File: src/inc/src_pkg.sv
// Package of constants and types for the system reset combiner
package src_pkg;

    // ----------------------------------------
    // Clock and timing
    // ----------------------------------------
    localparam int CLK_PERIOD_NS = 20;
    localparam int MIN_HOLD_NS = 100;
    localparam int MIN_HOLD_CYCLES = (MIN_HOLD_NS + CLK_PERIOD_NS - 1) / CLK_PERIOD_NS;

    // ----------------------------------------
    // Bus geometry
    // ----------------------------------------
    localparam int ADDR_W = 4;
    localparam int DATA_W = 32;
    localparam int CAUSE_W = 12;
    localparam int SCRATCH_WORDS = 4;

    // ----------------------------------------
    // Register byte offsets
    // ----------------------------------------
    localparam logic [ADDR_W-1:0] OFS_CAUSE = 4'h0;
    localparam logic [ADDR_W-1:0] OFS_IRQ_STATUS = 4'h4;
    localparam logic [ADDR_W-1:0] OFS_IRQ_MASK = 4'h8;
    localparam logic [ADDR_W-1:0] OFS_SCRATCH = 4'hC;

    // ----------------------------------------
    // Fields of the cause register
    // ----------------------------------------
    localparam int BIT_POWER_ON = 0;
    localparam int BIT_BROWNOUT = 1;
    localparam int BIT_WAKE_IDLE = 2;
    localparam int BIT_WAKE_SLEEP = 3;
    localparam int BIT_WATCHDOG = 4;
    localparam int BIT_WDOG_SW_ENABLE = 5;
    localparam int BIT_SW_INSTR = 6;
    localparam int BIT_EXT_PIN = 7;
    localparam int BIT_CONFIG_MISMATCH = 8;
    localparam int BIT_ILLEGAL_OPCODE = 9;
    localparam int BIT_UNINIT_WREG = 10;
    localparam int BIT_TRAP_CONFLICT = 11;

    // ----------------------------------------
    // Synchronised request sources, by index
    // ----------------------------------------
    localparam int NUM_SRC = 8;
    localparam int SRC_EXT_PIN = 0;
    localparam int SRC_SW_INSTR = 1;
    localparam int SRC_WATCHDOG = 2;
    localparam int SRC_BROWNOUT = 3;
    localparam int SRC_CONFIG_MISMATCH = 4;
    localparam int SRC_TRAP_CONFLICT = 5;
    localparam int SRC_ILLEGAL_OPCODE = 6;
    localparam int SRC_UNINIT_WREG = 7;
    localparam int SRC_CAUSE_POS [NUM_SRC] = '{
        BIT_EXT_PIN, BIT_SW_INSTR, BIT_WATCHDOG, BIT_BROWNOUT,
        BIT_CONFIG_MISMATCH, BIT_TRAP_CONFLICT, BIT_ILLEGAL_OPCODE, BIT_UNINIT_WREG};

    // ----------------------------------------
    // Reset values
    // ----------------------------------------
    localparam logic [CAUSE_W-1:0] CAUSE_RESET = 12'h003;
    localparam logic [CAUSE_W-1:0] IRQ_STATUS_RESET = 12'h000;
    localparam logic [CAUSE_W-1:0] IRQ_MASK_RESET = 12'h000;
    localparam logic [CAUSE_W-1:0] HW_ONLY_IRQ = 12'hFDF;

    // ----------------------------------------
    // Bus answer states
    // ----------------------------------------
    typedef enum logic [1:0] {
        ST_IDLE = 2'b01,
        ST_ANSWER = 2'b10
    } src_bus_e;

endpackage

File: src/inc/src_sync_if.sv
// Interface carrying raw and synchronised reset requests
interface src_sync_if #(parameter int N = 8);
    logic [N-1:0] raw;
    logic [N-1:0] synced;
    modport syncer (input raw, output synced);
    modport user (output raw, input synced);
endinterface

File: src/hw/src_sync.sv
// Two-flop synchronisers for the reset request inputs
module src_sync #(
    parameter int N = 8
) (
    input wire logic i_clk,
    input wire logic i_rst_n,
    input wire logic i_ce,
    src_sync_if.syncer bus
);
    // ----------------------------------------
    // One synchroniser per request
    // ----------------------------------------
    // First stage feeds only the second stage
    genvar g;
    generate
        for (g = 0; g < N; g++) begin : g_sync
            logic meta;
            logic stable;
            always_ff @(posedge i_clk or negedge i_rst_n) begin
                if (!i_rst_n) begin
                    meta <= 1'b0;
                    stable <= 1'b0;
                end else if (i_ce) begin
                    meta <= bus.raw[g];
                    stable <= meta;
                end
            end
            assign bus.synced[g] = stable;
        end
    endgenerate
endmodule // src_sync

File: src/hw/src_top.sv
// Reset combiner with cause register and Avalon-MM register slave
// ----------------------------------------
// ----------------------------------------
//
// Added by the designer: the register addresses and register access over Avalon-MM.
module src_top #(
    parameter int HOLD_CYCLES = src_pkg::MIN_HOLD_CYCLES,
    parameter int SCRATCH_WORDS = src_pkg::SCRATCH_WORDS
) (
    input wire logic i_clk,
    input wire logic i_rst_n,
    input wire logic i_ce,
    input wire logic i_external_pin_reset,
    input wire logic i_software_reset_instruction,
    input wire logic i_watchdog_reset,
    input wire logic i_brownout_reset,
    input wire logic i_config_mismatch_reset,
    input wire logic i_trap_conflict_reset,
    input wire logic i_illegal_opcode_reset,
    input wire logic i_uninit_wreg_reset,
    input wire logic i_wake_from_idle,
    input wire logic i_wake_from_sleep,
    input wire logic [src_pkg::ADDR_W-1:0] i_avs_address,
    input wire logic i_avs_read,
    input wire logic i_avs_write,
    input wire logic [src_pkg::DATA_W-1:0] i_avs_writedata,
    input wire logic [3:0] i_avs_byteenable,
    output logic [src_pkg::DATA_W-1:0] o_avs_readdata,
    output logic o_avs_waitrequest,
    output logic o_master_reset,
    output logic o_watchdog_sw_enable,
    output logic o_irq
);
    import src_pkg::*;

    // ----------------------------------------
    // Declarations
    // ----------------------------------------
    localparam int HOLD_W = $clog2(HOLD_CYCLES + 1);
    localparam logic [HOLD_W-1:0] HOLD_LOAD = HOLD_W'(HOLD_CYCLES);
    localparam logic [HOLD_W-1:0] HOLD_ZERO = '0;

    src_sync_if #(.N(NUM_SRC)) req_if ();

    logic [HOLD_W-1:0] hold_cnt;
    logic [HOLD_W-1:0] next_hold_cnt;
    logic next_master_reset;
    logic [CAUSE_W-1:0] cause;
    logic [CAUSE_W-1:0] next_cause;
    logic [CAUSE_W-1:0] irq_status;
    logic [CAUSE_W-1:0] next_irq_status;
    logic [CAUSE_W-1:0] irq_mask;
    logic [CAUSE_W-1:0] next_irq_mask;
    logic [DATA_W-1:0] scratch [SCRATCH_WORDS];
    logic [DATA_W-1:0] next_readdata;
    logic [CAUSE_W-1:0] reported;
    src_bus_e state;
    src_bus_e next_state;

    wire [NUM_SRC-1:0] src_req;
    wire any_request;
    wire [CAUSE_W-1:0] hw_set;
    wire [CAUSE_W-1:0] irq_set;
    wire [DATA_W-1:0] byte_mask;
    wire bus_req;
    wire take;
    wire do_read;
    wire do_write;
    wire hit_cause;
    wire hit_irq_status;
    wire hit_irq_mask;
    wire hit_scratch;
    wire [1:0] scratch_idx;
    wire [DATA_W-1:0] cause_word;
    wire [DATA_W-1:0] irq_status_word;
    wire [DATA_W-1:0] irq_mask_word;
    wire [DATA_W-1:0] scratch_word;
    wire [CAUSE_W-1:0] wr_cause;
    wire [CAUSE_W-1:0] wr_mask;
    wire next_irq;

    // ----------------------------------------
    // Request synchronisers
    // ----------------------------------------
    // Supervisory and pin requests come from outside this clock domain
    assign req_if.raw[SRC_EXT_PIN] = i_external_pin_reset;
    assign req_if.raw[SRC_SW_INSTR] = i_software_reset_instruction;
    assign req_if.raw[SRC_WATCHDOG] = i_watchdog_reset;
    assign req_if.raw[SRC_BROWNOUT] = i_brownout_reset;
    assign req_if.raw[SRC_CONFIG_MISMATCH] = i_config_mismatch_reset;
    assign req_if.raw[SRC_TRAP_CONFLICT] = i_trap_conflict_reset;
    assign req_if.raw[SRC_ILLEGAL_OPCODE] = i_illegal_opcode_reset;
    assign req_if.raw[SRC_UNINIT_WREG] = i_uninit_wreg_reset;

    src_sync #(
        .N(NUM_SRC)
    ) u_sync (
        .i_clk(i_clk),
        .i_rst_n(i_rst_n),
        .i_ce(i_ce),
        .bus(req_if.syncer)
    );

    assign src_req = req_if.synced;

    // ----------------------------------------
    // Master reset combine
    // ----------------------------------------
    // Power-on acts through the asynchronous reset of the flops below
    assign any_request = |src_req;

    // A short request is stretched so every receiver sees a full reset
    // Trade-off: every request costs HOLD_CYCLES-1 extra edges of reset
    always_comb begin
        next_hold_cnt = hold_cnt;
        if (any_request) begin
            next_hold_cnt = HOLD_LOAD;
        end else if (hold_cnt != HOLD_ZERO) begin
            next_hold_cnt = hold_cnt - 1'b1;
        end
    end

    assign next_master_reset = any_request || (next_hold_cnt != HOLD_ZERO);

    // Power-on starts a full stretch, so the first release is timed like any other
    always_ff @(posedge i_clk or negedge i_rst_n) begin
        if (!i_rst_n) begin
            hold_cnt <= HOLD_LOAD;
        end else if (i_ce) begin
            hold_cnt <= next_hold_cnt;
        end
    end

    // Registered so every receiver leaves reset on the same edge
    always_ff @(posedge i_clk or negedge i_rst_n) begin
        if (!i_rst_n) begin
            o_master_reset <= 1'b1;
        end else if (i_ce) begin
            o_master_reset <= next_master_reset;
        end
    end

    // ----------------------------------------
    // Bus decode
    // ----------------------------------------
    assign bus_req = i_avs_read || i_avs_write;
    assign take = (state == ST_ANSWER);
    assign do_read = take && i_avs_read;
    assign do_write = take && i_avs_write;
    assign hit_cause = (i_avs_address == OFS_CAUSE);
    assign hit_irq_status = (i_avs_address == OFS_IRQ_STATUS);
    assign hit_irq_mask = (i_avs_address == OFS_IRQ_MASK);
    assign hit_scratch = (i_avs_address == OFS_SCRATCH);
    assign scratch_idx = 2'h0;

    genvar b;
    generate
        for (b = 0; b < 4; b++) begin : g_be
            assign byte_mask[8*b +: 8] = {8{i_avs_byteenable[b]}};
        end
    endgenerate

    // Byte lanes merge the write data with the current word
    assign wr_cause = CAUSE_W'((i_avs_writedata & byte_mask) | (cause_word & ~byte_mask));
    assign wr_mask = CAUSE_W'((i_avs_writedata & byte_mask) | (irq_mask_word & ~byte_mask));

    assign cause_word = {{(DATA_W-CAUSE_W){1'b0}}, cause};
    assign irq_status_word = {{(DATA_W-CAUSE_W){1'b0}}, irq_status};
    assign irq_mask_word = {{(DATA_W-CAUSE_W){1'b0}}, irq_mask};
    assign scratch_word = scratch[scratch_idx];

    // Unmapped offsets read as zero and ignore writes
    assign next_readdata = hit_cause ? cause_word :
                           hit_irq_status ? irq_status_word :
                           hit_irq_mask ? irq_mask_word :
                           hit_scratch ? scratch_word : '0;

    // ----------------------------------------
    // Bus answer state machine
    // ----------------------------------------
    // Fixed latency: waitrequest drops on the first edge of a request
    // Trade-off: one wait state on every access buys registered outputs
    always_comb begin
        case (state)
            ST_IDLE: begin
                next_state = bus_req ? ST_ANSWER : ST_IDLE;
            end
            ST_ANSWER: begin
                next_state = ST_IDLE;
            end
            default: begin
                next_state = ST_IDLE;
            end
        endcase
    end

    always_ff @(posedge i_clk or negedge i_rst_n) begin
        if (!i_rst_n) begin
            state <= ST_IDLE;
        end else if (i_ce) begin
            state <= next_state;
        end
    end

    // Registered answer keeps no combinational path back to the master
    always_ff @(posedge i_clk or negedge i_rst_n) begin
        if (!i_rst_n) begin
            o_avs_waitrequest <= 1'b1;
        end else if (i_ce) begin
            o_avs_waitrequest <= (next_state != ST_ANSWER);
        end
    end

    // Read data is captured one edge early and stands at the taking edge
    always_ff @(posedge i_clk or negedge i_rst_n) begin
        if (!i_rst_n) begin
            o_avs_readdata <= '0;
        end else if (i_ce && state == ST_IDLE && i_avs_read) begin
            o_avs_readdata <= next_readdata;
        end
    end

    // Remembers which status bits the read showed, so only those are cleared
    always_ff @(posedge i_clk or negedge i_rst_n) begin
        if (!i_rst_n) begin
            reported <= '0;
        end else if (i_ce && state == ST_IDLE && i_avs_read) begin
            reported <= hit_irq_status ? irq_status : '0;
        end
    end

    // ----------------------------------------
    // Cause register
    // ----------------------------------------
    generate
        for (b = 0; b < NUM_SRC; b++) begin : g_cause
            assign hw_set[SRC_CAUSE_POS[b]] = src_req[b];
        end
    endgenerate
    assign hw_set[BIT_POWER_ON] = 1'b0;
    // Wake events come from this clock domain and need no synchroniser
    assign hw_set[BIT_WAKE_IDLE] = i_wake_from_idle;
    assign hw_set[BIT_WAKE_SLEEP] = i_wake_from_sleep;
    assign hw_set[BIT_WDOG_SW_ENABLE] = 1'b0;

    // Hardware set wins over a software write in the same cycle
    // Limitation: a request still high keeps its bit set against any write
    always_comb begin
        next_cause = cause;
        if (do_write && hit_cause) begin
            next_cause = wr_cause;
        end
        next_cause = next_cause | hw_set;
    end

    // Only power-on resets the causes, so they survive a master reset
    always_ff @(posedge i_clk or negedge i_rst_n) begin
        if (!i_rst_n) begin
            cause <= CAUSE_RESET;
        end else if (i_ce) begin
            cause <= next_cause;
        end
    end

    // The cause register never feeds the master reset path
    always_ff @(posedge i_clk or negedge i_rst_n) begin
        if (!i_rst_n) begin
            o_watchdog_sw_enable <= 1'b0;
        end else if (i_ce) begin
            o_watchdog_sw_enable <= next_cause[BIT_WDOG_SW_ENABLE];
        end
    end

    // ----------------------------------------
    // Interrupt status and mask
    // ----------------------------------------
    assign irq_set = hw_set & HW_ONLY_IRQ;

    // Read clears only what the read reported; new events still stick
    always_comb begin
        next_irq_status = irq_status;
        if (do_read && hit_irq_status) begin
            next_irq_status = irq_status & ~reported;
        end
        next_irq_status = next_irq_status | irq_set;
    end

    always_comb begin
        next_irq_mask = irq_mask;
        if (do_write && hit_irq_mask) begin
            next_irq_mask = wr_mask;
        end
    end

    assign next_irq = |(next_irq_status & next_irq_mask);

    always_ff @(posedge i_clk or negedge i_rst_n) begin
        if (!i_rst_n) begin
            irq_status <= IRQ_STATUS_RESET;
        end else if (i_ce) begin
            irq_status <= next_irq_status;
        end
    end

    // Mask has a defined value and is forced while reset holds
    always_ff @(posedge i_clk or negedge i_rst_n) begin
        if (!i_rst_n) begin
            irq_mask <= IRQ_MASK_RESET;
        end else if (i_ce) begin
            irq_mask <= o_master_reset ? IRQ_MASK_RESET : next_irq_mask;
        end
    end

    // Held low from the second cycle of a master reset so no handler runs on half-reset state
    always_ff @(posedge i_clk or negedge i_rst_n) begin
        if (!i_rst_n) begin
            o_irq <= 1'b0;
        end else if (i_ce) begin
            o_irq <= o_master_reset ? 1'b0 : next_irq;
        end
    end

    // ----------------------------------------
    // Scratch storage without reset value
    // ----------------------------------------
    // Unknown after power-on, kept through every other reset
    // Only word 0 is reachable through the single scratch offset
    always_ff @(posedge i_clk) begin
        if (i_ce && do_write && hit_scratch) begin
            scratch[scratch_idx] <= (i_avs_writedata & byte_mask) | (scratch_word & ~byte_mask);
        end
    end

endmodule // src_top

File: config.mk
export PLATFORM = sky130hd
export DESIGN_NAME = src_top
export DESIGN_NICKNAME = d
export VERILOG_FILES = /design/src/inc/src_pkg.sv /design/src/inc/src_sync_if.sv /design/src/hw/src_sync.sv /design/src/hw/src_top.sv
export SDC_FILE = /design/constraint.sdc
export NUM_CORES = 1
export LEC_CHECK = 0
export BUFFER_PORTS_ARGS = -buffer_cell sky130_fd_sc_hd__buf_2
export CAP_MARGIN = 10
export CORE_UTILIZATION = 61
export DETAILED_ROUTE_END_ITERATION = 10
export PLACE_DENSITY_LB_ADDON = 0.05
export SLEW_MARGIN = 10
export SYNTH_ARGS = -nofsm -noshare
export SYNTH_HDL_FRONTEND = slang
export SYNTH_HIERARCHICAL = 1
export SYNTH_SLANG_ARGS = --single-unit
File: constraint.sdc
create_clock -name i_clk -period 6.4 [get_ports i_clk]
set_input_delay 0.32 -clock i_clk [delete_from_list [all_inputs] [get_ports i_clk]]
set_output_delay 0.32 -clock i_clk [all_outputs]
set_load 0.02 [all_outputs]
==> metrics, run 1 <==
Yosys warning count 6; cell area power density ~320 nW/µm²; setup TNS 0 ns; Clock transition at path regs 0.06 ns; fin. max-slew vios 0; XOR/XNOR share of the synthesized area 0%; Syn Nets roughly 570; Worst setup startpoint i_avs_address[1]; vias in the first global route roughly 4400; core area 9330 µm²; # H-tree levels 4; Via density around 6.0; mux cell area share after synthesis roughly 6%; P_leak ~3.2 nW; critical path depth in cells 7; Setup WS post-layout about 4.1 ns; Die ar. roughly 10000 µm²; Core Util, Final about 77%; critical path class in2reg; Sink Count between 100 and 150; clock latency on the worst-skew pair approximately 0.52 ns; simple-gate area share of the yosys netlist about an eighth; RSZ-0062 raised after global routing no; Synth Area in Adders less than 1%; layout cell share with drive strength beyond 1 about a quarter; Worst Tran Pin Value 0.973 ns; CP Capture Type flop; required time of the critical path 6.81 ns; Die Wd slightly above 100 µm; final layout net count 674; startpoint types input pin; syn avg cell area about 12 µm²; Final min period roughly 2.3 ns; Tcrit/Tclk final 36.4%; flop and latch count out of synthesis roughly 140; Hold Crit Class in2reg; Compound-Gate Fraction of Synth Area 17.4%; hold_sp i_watchdog_reset; cell count after placement around 700; total track usage a little under a third; hold path depth 2; Final Hold Fails 0; Worst path top cell family by delay simple AND/OR/NAND/NOR gates; Reg2Reg Depth 6; largest fanout on the critical path 16; GPL Wtd Cong slightly above 0.9; Post-Synthesis Cells between 500 and 600; DRC viols 0; I/O Pins 91; PortBufs 90; sequential fraction of the synthesis area ~60%; initial antenna violation count 0; largest family of logic cells by synthesized area compound AO/OA/AOI/OAI gates; clock skew between 0.015 and 0.02 ns; global-route wire length before repair approximately 23000 µm; initial DRC count about 330; max-cap check violation count 0; asr flop ratio synth 76.3%; Worst Path Arrival 2.74 ns; First-pass DRT Iterations 5; largest net degree at the start of global routing approximately 70; # rows 35; Worst R2R Start state[0]$_DFFE_PN1P_; ANT nets after route 0; Vias about 4500; Crit-path slowest cell nor4b_4; Max Freq 429 MHz; status completed; clock root buffer master clkbuf_8; Hold Slack between 0.02 and 0.03 ns; number of synthesized flops with an enable pin 32; non-filler cells, final roughly 760; dpl hpwl ~9200 µm; Top FF cell, synth dfrtp_1; Place WS approximately 3.6 ns; Max Buffers Root-to-Sink 2; worst-path cell chain buf_2 -> nor4b_4 -> nand2_2 -> mux2_1 -> a222oi_1 -> nand4_1 -> a22o_1; diode count 0; Area after DPL approximately 6400 µm²; Max VDD drop around 0.19 mV; final wirelength about 14000 µm; Num CTS Buffers 17; WL/cell around 19 µm; Crit path buffers/inverters 1; Critical Path Max Stage Delay approximately 0.87 ns; CTS tree built; cts repair resizes 0; synth unique cells 53; Die H just over 100 µm; Slew HR between 30% and 40%; post-route cell area between 7000 and 8000 µm²; total congestion overflow 0; Final Setup Violations 0; initial core utilization between 60% and 70%; power consumption roughly 2.3 mW; post-synthesis cell area roughly 5900 µm²; area growth from synthesis to layout 21.9%
## power breakdown
part	total (mW)	internal, mW	switching [mW]
Clock	1.02	0.639	0.377
Sequential	1.02	0.959	0.0633
Combinational	0.274	0.123	0.150
Total	2.31	1.72	0.590
## Yosys cell counts (all sizes together) (2+ instances only)
| library cell | number | area, µm² |
|---|---|---|
| and2 | 4 | 25.0 |
| edfxtp | 32 | 961 |
| o31ai | 5 | 37.5 |
| mux2 | 26 | 330 |
| a31oi | 15 | 93.8 |
| or4b | 2 | 20.0 |
| a22o | 3 | 26.3 |
| o22a | 16 | 140 |
| dfrtp | 97 | 2430 |
| a22oi | 18 | 135 |
| nor2 | 15 | 61.3 |
| dfstp | 6 | 158 |
| a21o | 19 | 143 |
| o32ai | 4 | 50.1 |
| mux2i | 2 | 20.0 |
| nand4b | 3 | 26.3 |
| inv | 14 | 52.6 |
| nand3 | 11 | 55.1 |
| a21oi | 19 | 95.1 |
| o2bb2ai | 6 | 52.6 |
| o21ai | 43 | 215 |
| nor3 | 2 | 10.0 |
| nand2 | 89 | 337 |
| nor4 | 3 | 18.8 |
| nor4b | 5 | 65.1 |
| a222oi | 2 | 20.0 |
| ha | 3 | 37.5 |
| clkbuf | 19 | 71.3 |
| buf | 17 | 131 |
| nand2b | 4 | 25.0 |
## final cells by class
cell class                 instances  area [µm²]
clock buffer                      19         422
clock inverter                    13         195
multi-input combinational        330        2130
tap                              129         161
fill                             604        2110
inverter                          14        52.6
timing repair buffer             118         716
sequential                       135        3550
## final timing paths
| check | endpoint | slack (ns) |
|---|---|---|
| worst max-delay path | o_irq$_DFFE_PN0P_ | 4.07 |
| min in group asynchronous | o_avs_readdata[18]$_DFFE_PN0P_ | 0.28 |
| worst max register to register | o_irq$_DFFE_PN0P_ | 4.12 |
| worst min register to register | o_avs_readdata[4]$_DFFE_PN0P_ | 0.47 |
| max in group asynchronous | reported[7]$_DFFE_PN0P_ | 4.87 |
| worst min-delay path | u_sync/g_sync[2].meta$_DFFE_PN0P_ | 0.03 |
## layer usage
| metal | global-route usage, % | part of all wire [%] | up-vias |
|---|---|---|---|
| li1 | - | - | 2080 |
| met1 | 42.2 | 42 | 2234 |
| met5 | 0 | 0 | - |
| met4 | 12.4 | 2.1 | 0 |
| met2 | 48.6 | 49 | 201 |
| met3 | 6.66 | 7.0 | 27 |
## cell usage in the layout (no fill, tap or decap), drive strengths merged, types with 2 or more instances in the layout
cell	Yosys	layout
nor4b	5	5
or4b	2	2
o2bb2ai	6	6
nor2	15	15
nand3	11	11
o21ai	43	43
a222oi	2	2
clkbuf	19	19
bufinv	0	4
o31ai	5	5
a21oi	19	19
nand2b	4	4
and2	4	4
a21o	19	19
nand4b	3	3
o22a	16	16
inv	14	17
mux2i	2	2
nand2	89	89
ha	3	3
a22o	3	3
o32ai	4	4
dlygate4sd3	0	21
a22oi	18	18
buf	17	97
edfxtp	32	32
clkinv	0	6
dfrtp	97	97
nor4	3	3
dfstp	6	6
nor3	2	2
mux2	26	26
a31oi	15	15
## timing repair
item / in CTS / in global routing
hold buffers: 21 / 0
endpoints found under the hold margin: 50 / 0
setup buffers: 0 / 0
## cells by family after synthesis
family	count (synthesis)
AO/OA/AOI/OAI	153
AND/OR/NAND/NOR	146
flip-flops	135
buffers and inverters	50
multiplexers	28
adder cells (fa/ha/maj)	3
Power figures use the tool's default switching activity.
==> run 2: changes to the inputs <==
--- a/config.mk
+++ b/config.mk
@@ -7,7 +7,7 @@
 export LEC_CHECK = 0
 export BUFFER_PORTS_ARGS = -buffer_cell sky130_fd_sc_hd__buf_2
 export CAP_MARGIN = 10
-export CORE_UTILIZATION = 61
+export CORE_UTILIZATION = 51
 export DETAILED_ROUTE_END_ITERATION = 10
 export PLACE_DENSITY_LB_ADDON = 0.05
 export SLEW_MARGIN = 10
==> constraint.sdc (replaced) <==
create_clock -name i_clk -period 1.9 [get_ports i_clk]
set_input_delay 0.095 -clock i_clk [delete_from_list [all_inputs] [get_ports i_clk]]
set_output_delay 0.095 -clock i_clk [all_outputs]
set_load 0.02 [all_outputs]
==> run 2 against run 1 <==
The flow now finishes with violations (setup timing). Cell count increased by 11%. Critical path depth down 1. Routed wire length grew 11%. Flip-flop and latch count stayed put. Clock power grew to 3.0 times the previous value. Critical endpoint unchanged. Highest routed layer unchanged.
==> metrics, run 2 (synthesis results as in run 1) <==
violated checks setup timing; gr busiest metal met2; Psw 1.93 mW (+230%); clock skew 0.00420 ns (-0.0134 ns); Die H 110 µm (+9.2%); critical path class reg2reg; Final Setup Violations 1 (+1); required time of the critical path 2.20 ns (-4.61 ns); DRC viols 0 (unchanged); CTS tree built; Setup WS post-layout -0.207 ns (-4.28 ns); # H-tree levels 4 (unchanged); Flop pwr share 45.4% (+1.2 points); largest fanout on the critical path 5 (-11); Clock transition at path regs 0.05 ns (about the same); global-route wire length before repair 24900 µm (+7.5%); fill count 828 (+37%); vias in the first global route 4608 (+4.3%); final wirelength 15800 µm (+11%); WL/cell 18.8 µm (+0.18%); clock root buffer master clkbuf_16; Num CTS Buffers 17 (unchanged); Reg area 3550 µm² (unchanged); cell area power density 961 nW/µm² (+200%); Worst setup startpoint state[0]$_DFFE_PN1P_; met2 Usage GRT 44.4% (-4.2 points); met1 Track Usage GR 39.2% (-3.1 points); core area 11100 µm² (+19%); max-cap check violation count 0 (unchanged); clock latency on the worst-skew pair 0.42 ns (-0.10 ns); Final Hold Fails 0 (unchanged); status complete, but fails checks; Slew HR 71.2% (+36 points); total congestion overflow 0 (unchanged); Via density 5.64 (-5.9%); Place WS -0.264 ns (-3.85 ns); Sink Count 135 (unchanged); Die ar. 12000 µm² (+19%); Hold Slack 0.0322 ns (+0.00509 ns); Worst Tran Pin Value 0.426 ns (-0.546 ns); area of the multi-input gates 2170 µm² (+1.7%); Max Buffers Root-to-Sink 2 (unchanged); Comb pwr share 14.2% (+2.4 points); most common cell after layout, fill and taps aside dfrtp_1; First-pass DRT Iterations 5 (unchanged); Tcrit/Tclk final 111%; power consumption 7.52 mW (+230%); layout cell share with drive strength beyond 1 30.5% (+4.6 points); initial DRC count 359 (+9.1%); diode count 0 (unchanged); fin. max-slew vios 0 (unchanged); area growth from synthesis to layout 32.1%; clock share of power 40.4% (-3.5 points); crit path to o_irq$_DFFE_PN0P_; RSZ-0062 raised after global routing yes; Worst Path Arrival 2.41 ns (-0.33 ns); P_leak 3.49 nW (+11%); GPL Wtd Cong 0.904 (-2.0%); reg-to-reg endpoint o_irq$_DFFE_PN0P_; Reg2Reg Depth 6 (unchanged); Pint 5.59 mW (+220%); Final min period about 2.1 ns; final layout net count 743 (+10%); Core Util, Final 70.6% (-6.8 points); initial core utilization 53.5% (-10 points); total track usage 28.5% (-2.4 points); Max VDD drop 0.747 mV (+300%); Hold Crit Class in2reg; sw frac 25.6% (+0.10 points); Worst R2R Start state[0]$_DFFE_PN1P_; largest net degree at the start of global routing 43 (-39%); most frequent cells in the layout 97 x dfrtp_1, 89 x buf_2, 86 x nand2_1; dpl hpwl 10800 µm (+18%); I/O Pins 91 (unchanged); CP Capture Type flop; Worst R2R Setup Slack -0.21 ns (-4.33 ns); ANT nets after route 0 (unchanged); initial antenna violation count 0 (unchanged); setup TNS -0.207 ns (-0.207 ns); Die Wd 110 µm (+9.2%); startpoint types flop; PortBufs 90 (unchanged); # rows 38 (+8.6%); Max Freq 475 MHz; Vias 4727 (+4.1%); M3 GR Usage 6.28% (-0.37 points)
-- run 2: cell count changes in the layout (fill, tap and decap cells not counted), moves of 3 or more --
cell           delta
buf_12            +4
buf_4            +43
bufinv_16         -3
clkinv_4          -3
dlygate4sd3_1    +22
inv_6             -3
mux2_4            +3
-- run 2: timing repair --
action,4_1_cts,5_1_grt
endpoints found under the setup margin,1,25
pin swaps,2,1
setup buffers,2,0
hold endpoints to repair,105,0
cloned,0,0
resized for setup,3,8
hold buffers,43,0
-- run 2: how the worst min path moves through the flow --
stage | cells after the start | end | from | slack [ns]
after CTS | 3 | state[0]$_DFFE_PN1P_ | i_avs_write | 0.008
after floorplan | 0 | async pin | i_rst_n | -0.20
after global placement | 1 | o_avs_readdata[15]$_DFFE_PN0P_ | i_rst_n | 0.06
after global routing | 3 | state[0]$_DFFE_PN1P_ | i_avs_write | 0.06
final | 3 | state[0]$_DFFE_PN1P_ | i_avs_read | 0.03
after detailed placement | 1 | o_avs_readdata[15]$_DFFE_PN0P_ | i_rst_n | 0.06
-- run 2: critical path, stage by stage, from the launching register on --
cell,delay [ns]
dfstp_2,0.55
and4b_2,0.27
nand2_4,0.11
mux2_4,0.30
a222oi_1,0.42
nand4_1,0.13
a22o_1,0.21
-- run 2: layout make-up --
| class | instances | area share, % |
|---|---|---|
| clock buffer | 23 | 5.98 |
| sequential | 135 | 45.3 |
| multi-input combinational | 330 | 27.7 |
| timing repair buffer | 187 | 17.1 |
| inverter | 14 | 0.672 |
| clock inverter | 9 | 0.992 |
| tap | 140 | 2.24 |
-- run 2: routing by layer --
layer	vias up	part of all wire (%)
li1	2214	-
met1	2312	46
met2	171	46
met3	30	5.9
met4	0	2.1
met5	-	0
-- run 2: power by group through the flow --
stage          clock, mW  combinational (mW)  sequential, mW
2_1_floorplan          0               0.528            3.52
3_5_place_dp           0               0.991            3.46
5_1_grt             3.22                1.17            3.45
6_report            3.04                1.07            3.41
4_1_cts             3.08                1.07            3.41
3_3_place_gp           0               0.968            3.45
-- run 2: per-stage QoR --
step | std cells | cell area, µm²
3_5_place_dp | 761 | 6800
5_1_grt | 838 | 7820
4_1_cts | 838 | 7800
6_report | 838 | 7820
2_1_floorplan | 515 | 5930
3_3_place_gp | 761 | 6800
==> run 3: changes to the inputs <==
--- a/config.mk
+++ b/config.mk
@@ -9,6 +9,7 @@
 export CAP_MARGIN = 10
 export CORE_UTILIZATION = 51
 export DETAILED_ROUTE_END_ITERATION = 10
+export GPL_TIMING_DRIVEN = 0
 export PLACE_DENSITY_LB_ADDON = 0.05
 export SLEW_MARGIN = 10
 export SYNTH_ARGS = -nofsm -noshare
==> run 3 against run 2 <==
The flow still finishes with violations (setup timing). First-iteration DRC count is 12% higher. Via count grew 1.7%. Final area decreased by 1.5%. Non-clock buffer count down 8. Clock power rose by 4%. Critical endpoint unchanged. Largest power group unchanged. Highest routed layer unchanged.
==> metrics, run 3 (synthesis results as in run 1) <==
# rows 38 (unchanged); Worst Path Arrival 2.55 ns (+0.14 ns); critical path class reg2reg; clock share of power 41.2% (+0.8 points); most frequent cells in the layout 97 x dfrtp_1, 89 x buf_2, 87 x nand2_1; ANT nets after route 0 (unchanged); # H-tree levels 4 (unchanged); Slew HR 36.0% (-35 points); layout cell share with drive strength beyond 1 26.8% (-3.7 points); Sink Count 135 (unchanged); diode count 0 (unchanged); fill count 825 (-0.36%); Reg area 3550 µm² (unchanged); Worst path top cell family by delay simple AND/OR/NAND/NOR gates; startpoint types flop; First-pass DRT Iterations 5 (unchanged); Pint 5.68 mW (+1.5%); initial DRC count 403 (+12%); I/O Pins 91 (unchanged); Vias 4809 (+1.7%); CTS tree built; clock root buffer master clkbuf_16; total congestion overflow 0 (unchanged); Num CTS Buffers 17 (unchanged); Tcrit/Tclk final 118% (+7.2 points); largest net degree at the start of global routing 60 (+40%); largest fanout on the critical path 6 (+1); violated checks setup timing; Clock transition at path regs 0.06 ns (about the same); Max Freq 445 MHz (-6.1%); max-cap check violation count 0 (unchanged); initial antenna violation count 0 (unchanged); area of the multi-input gates 2180 µm² (+0.64%); Max VDD drop 0.623 mV (-17%); Crit-path slowest cell dfrtp_1; Final min period 2.24 ns (+0.137 ns); CP Capture Type flop; P_leak 3.36 nW (-3.8%); Psw 1.97 mW (+2.0%); Die Wd 110 µm (unchanged); Final Setup Violations 33 (+32); dpl hpwl 10700 µm (-0.55%); Critical Path Max Stage Delay 0.44 ns (-0.11 ns); final wirelength 15900 µm (+0.53%); Die ar. 12000 µm² (unchanged); Die H 110 µm (unchanged); status complete, but fails checks; Via density 5.79 (+2.7%); post-route cell area 7710 µm² (-1.5%); global-route wire length before repair 25100 µm (+0.83%); Flop pwr share 44.4% (-1.0 points); Setup WS post-layout -0.345 ns (-0.137 ns); most common cell after layout, fill and taps aside dfrtp_1; final layout net count 735 (-1.1%); Final Hold Fails 0 (unchanged); required time of the critical path 2.21 ns (about the same); Worst Tran Pin Value 0.952 ns (+0.526 ns); cell area power density 992 nW/µm² (+3.2%); core area 11100 µm² (unchanged); total track usage 28.6% (+0.092 points); Hold Crit Class in2reg; DRC viols 0 (unchanged); Max Buffers Root-to-Sink 2 (unchanged); fin. max-slew vios 0 (unchanged); Comb pwr share 14.4% (+0.2 points); Crit path buffers/inverters 0 (unchanged); cell count after placement 744 (-2.2%); clock latency on the worst-skew pair 0.42 ns (about the same); Area after DPL 6580 µm² (-3.2%); area growth from synthesis to layout 30.1%; initial core utilization 53.5% (unchanged); RSZ-0062 raised after global routing yes; sw frac 25.7% (+0.11 points); worst-path cell chain nand4b_1 -> nor2_4 -> mux2_1 -> a222oi_1 -> nand4_1 -> a22o_1; non-filler cells, final 830 (-0.95%); vias in the first global route 4796 (+4.1%); clock skew 0.00805 ns (+0.00385 ns); PortBufs 88 (-2.2%); WL/cell 19.1 µm (+1.5%); GPL Wtd Cong 0.919 (+1.7%)
-- run 3: cell count changes in the layout (fill, tap and decap cells not counted), moves of 3 or more --
| cell | previous run | this run |
|---|---|---|
| clkinv_2 | 3 | 7 |
| nor2_2 | 3 | 0 |
| clkbuf_1 | 4 | 21 |
| buf_12 | 4 | 1 |
| nor2_4 | 0 | 5 |
| buf_6 | 0 | 4 |
| buf_4 | 51 | 17 |
| clkbuf_2 | 0 | 3 |
-- run 3: cell type report --
class | count | share of cell area, %
Buffer | 36 | 2.73
Clock buffer | 21 | 5.85
Clock inverter | 11 | 1.38
Inverter | 14 | 0.682
Multi-Input combinational cell | 330 | 28.3
Sequential cell | 135 | 46.0
Tap cell | 140 | 2.27
Timing Repair Buffer | 143 | 12.8
-- run 3: final timing paths --
kind / startpoint / to / cells past startpoint / slack [ns]
worst min register to register: o_avs_readdata[2]$_DFFE_PN0P_ / o_avs_readdata[2]$_DFFE_PN0P_ / 1 / 0.47
worst min-delay path: i_avs_write / state[1]$_DFFE_PN0P_ / 3 / 0.02
worst max-delay path: state[1]$_DFFE_PN0P_ / o_irq$_DFFE_PN0P_ / 6 / -0.34
min in group asynchronous: i_rst_n / o_avs_readdata[15]$_DFFE_PN0P_ / 2 / 0.17
worst max register to register: state[1]$_DFFE_PN0P_ / o_irq$_DFFE_PN0P_ / 6 / -0.34
max in group asynchronous: i_rst_n / hold_cnt[2]$_DFFE_PN1P_ / 3 / 1.03
-- run 3: per-stage QoR --
step                      setup slack, ns  hold slack [ns]  setup TNS (ns)  power (mW)  util [%]
final                              -0.345           0.0192           -1.76        7.64      69.6
after global routing               -0.404           0.0315           -4.28        7.93      69.6
after CTS                          -0.358          0.00181           -6.37        7.66      69.0
after detailed placement           -0.618           0.0535          -24.99        4.45      59.4
after global placement             -0.634            0.272          -65.37        4.40      59.1
after floorplan                    -0.177           -0.201          -0.177        4.05         -
-- run 3: what timing repair did --
action	4_1_cts	5_1_grt
setup endpoints to repair	69	68
hold buffers	44	0
endpoints found under the hold margin	89	0
resized for setup	10	6
setup buffers	5	5
pin swaps	3	6
-- run 3: power groups by stage --
| stage | Sequential (mW) | Clock [mW] | Combinational [mW] |
|---|---|---|---|
| 2_1_floorplan | 3.52 | 0 | 0.528 |
| 3_3_place_gp | 3.43 | 0 | 0.972 |
| 3_5_place_dp | 3.45 | 0 | 1.00 |
| 4_1_cts | 3.39 | 3.17 | 1.09 |
| 5_1_grt | 3.43 | 3.30 | 1.20 |
| 6_report | 3.39 | 3.15 | 1.10 |
-- run 3: worst register-to-register path, delay by kind of cell, from the launching register on --
kind,cells,cell delay (ns)
AOI/OAI and AO/OA,2,0.52
and+or+nand+nor,3,0.76
DFF,1,0.44
muxes,1,0.41
-- run 3: layer usage --
metal	GRT usage [%]	vias up	part of all wire (%)
met5	0	-	0
met4	12.4	0	2.1
met3	6.94	33	7.9
met2	44.4	217	46
met1	38.2	2361	44
li1	-	2198	-
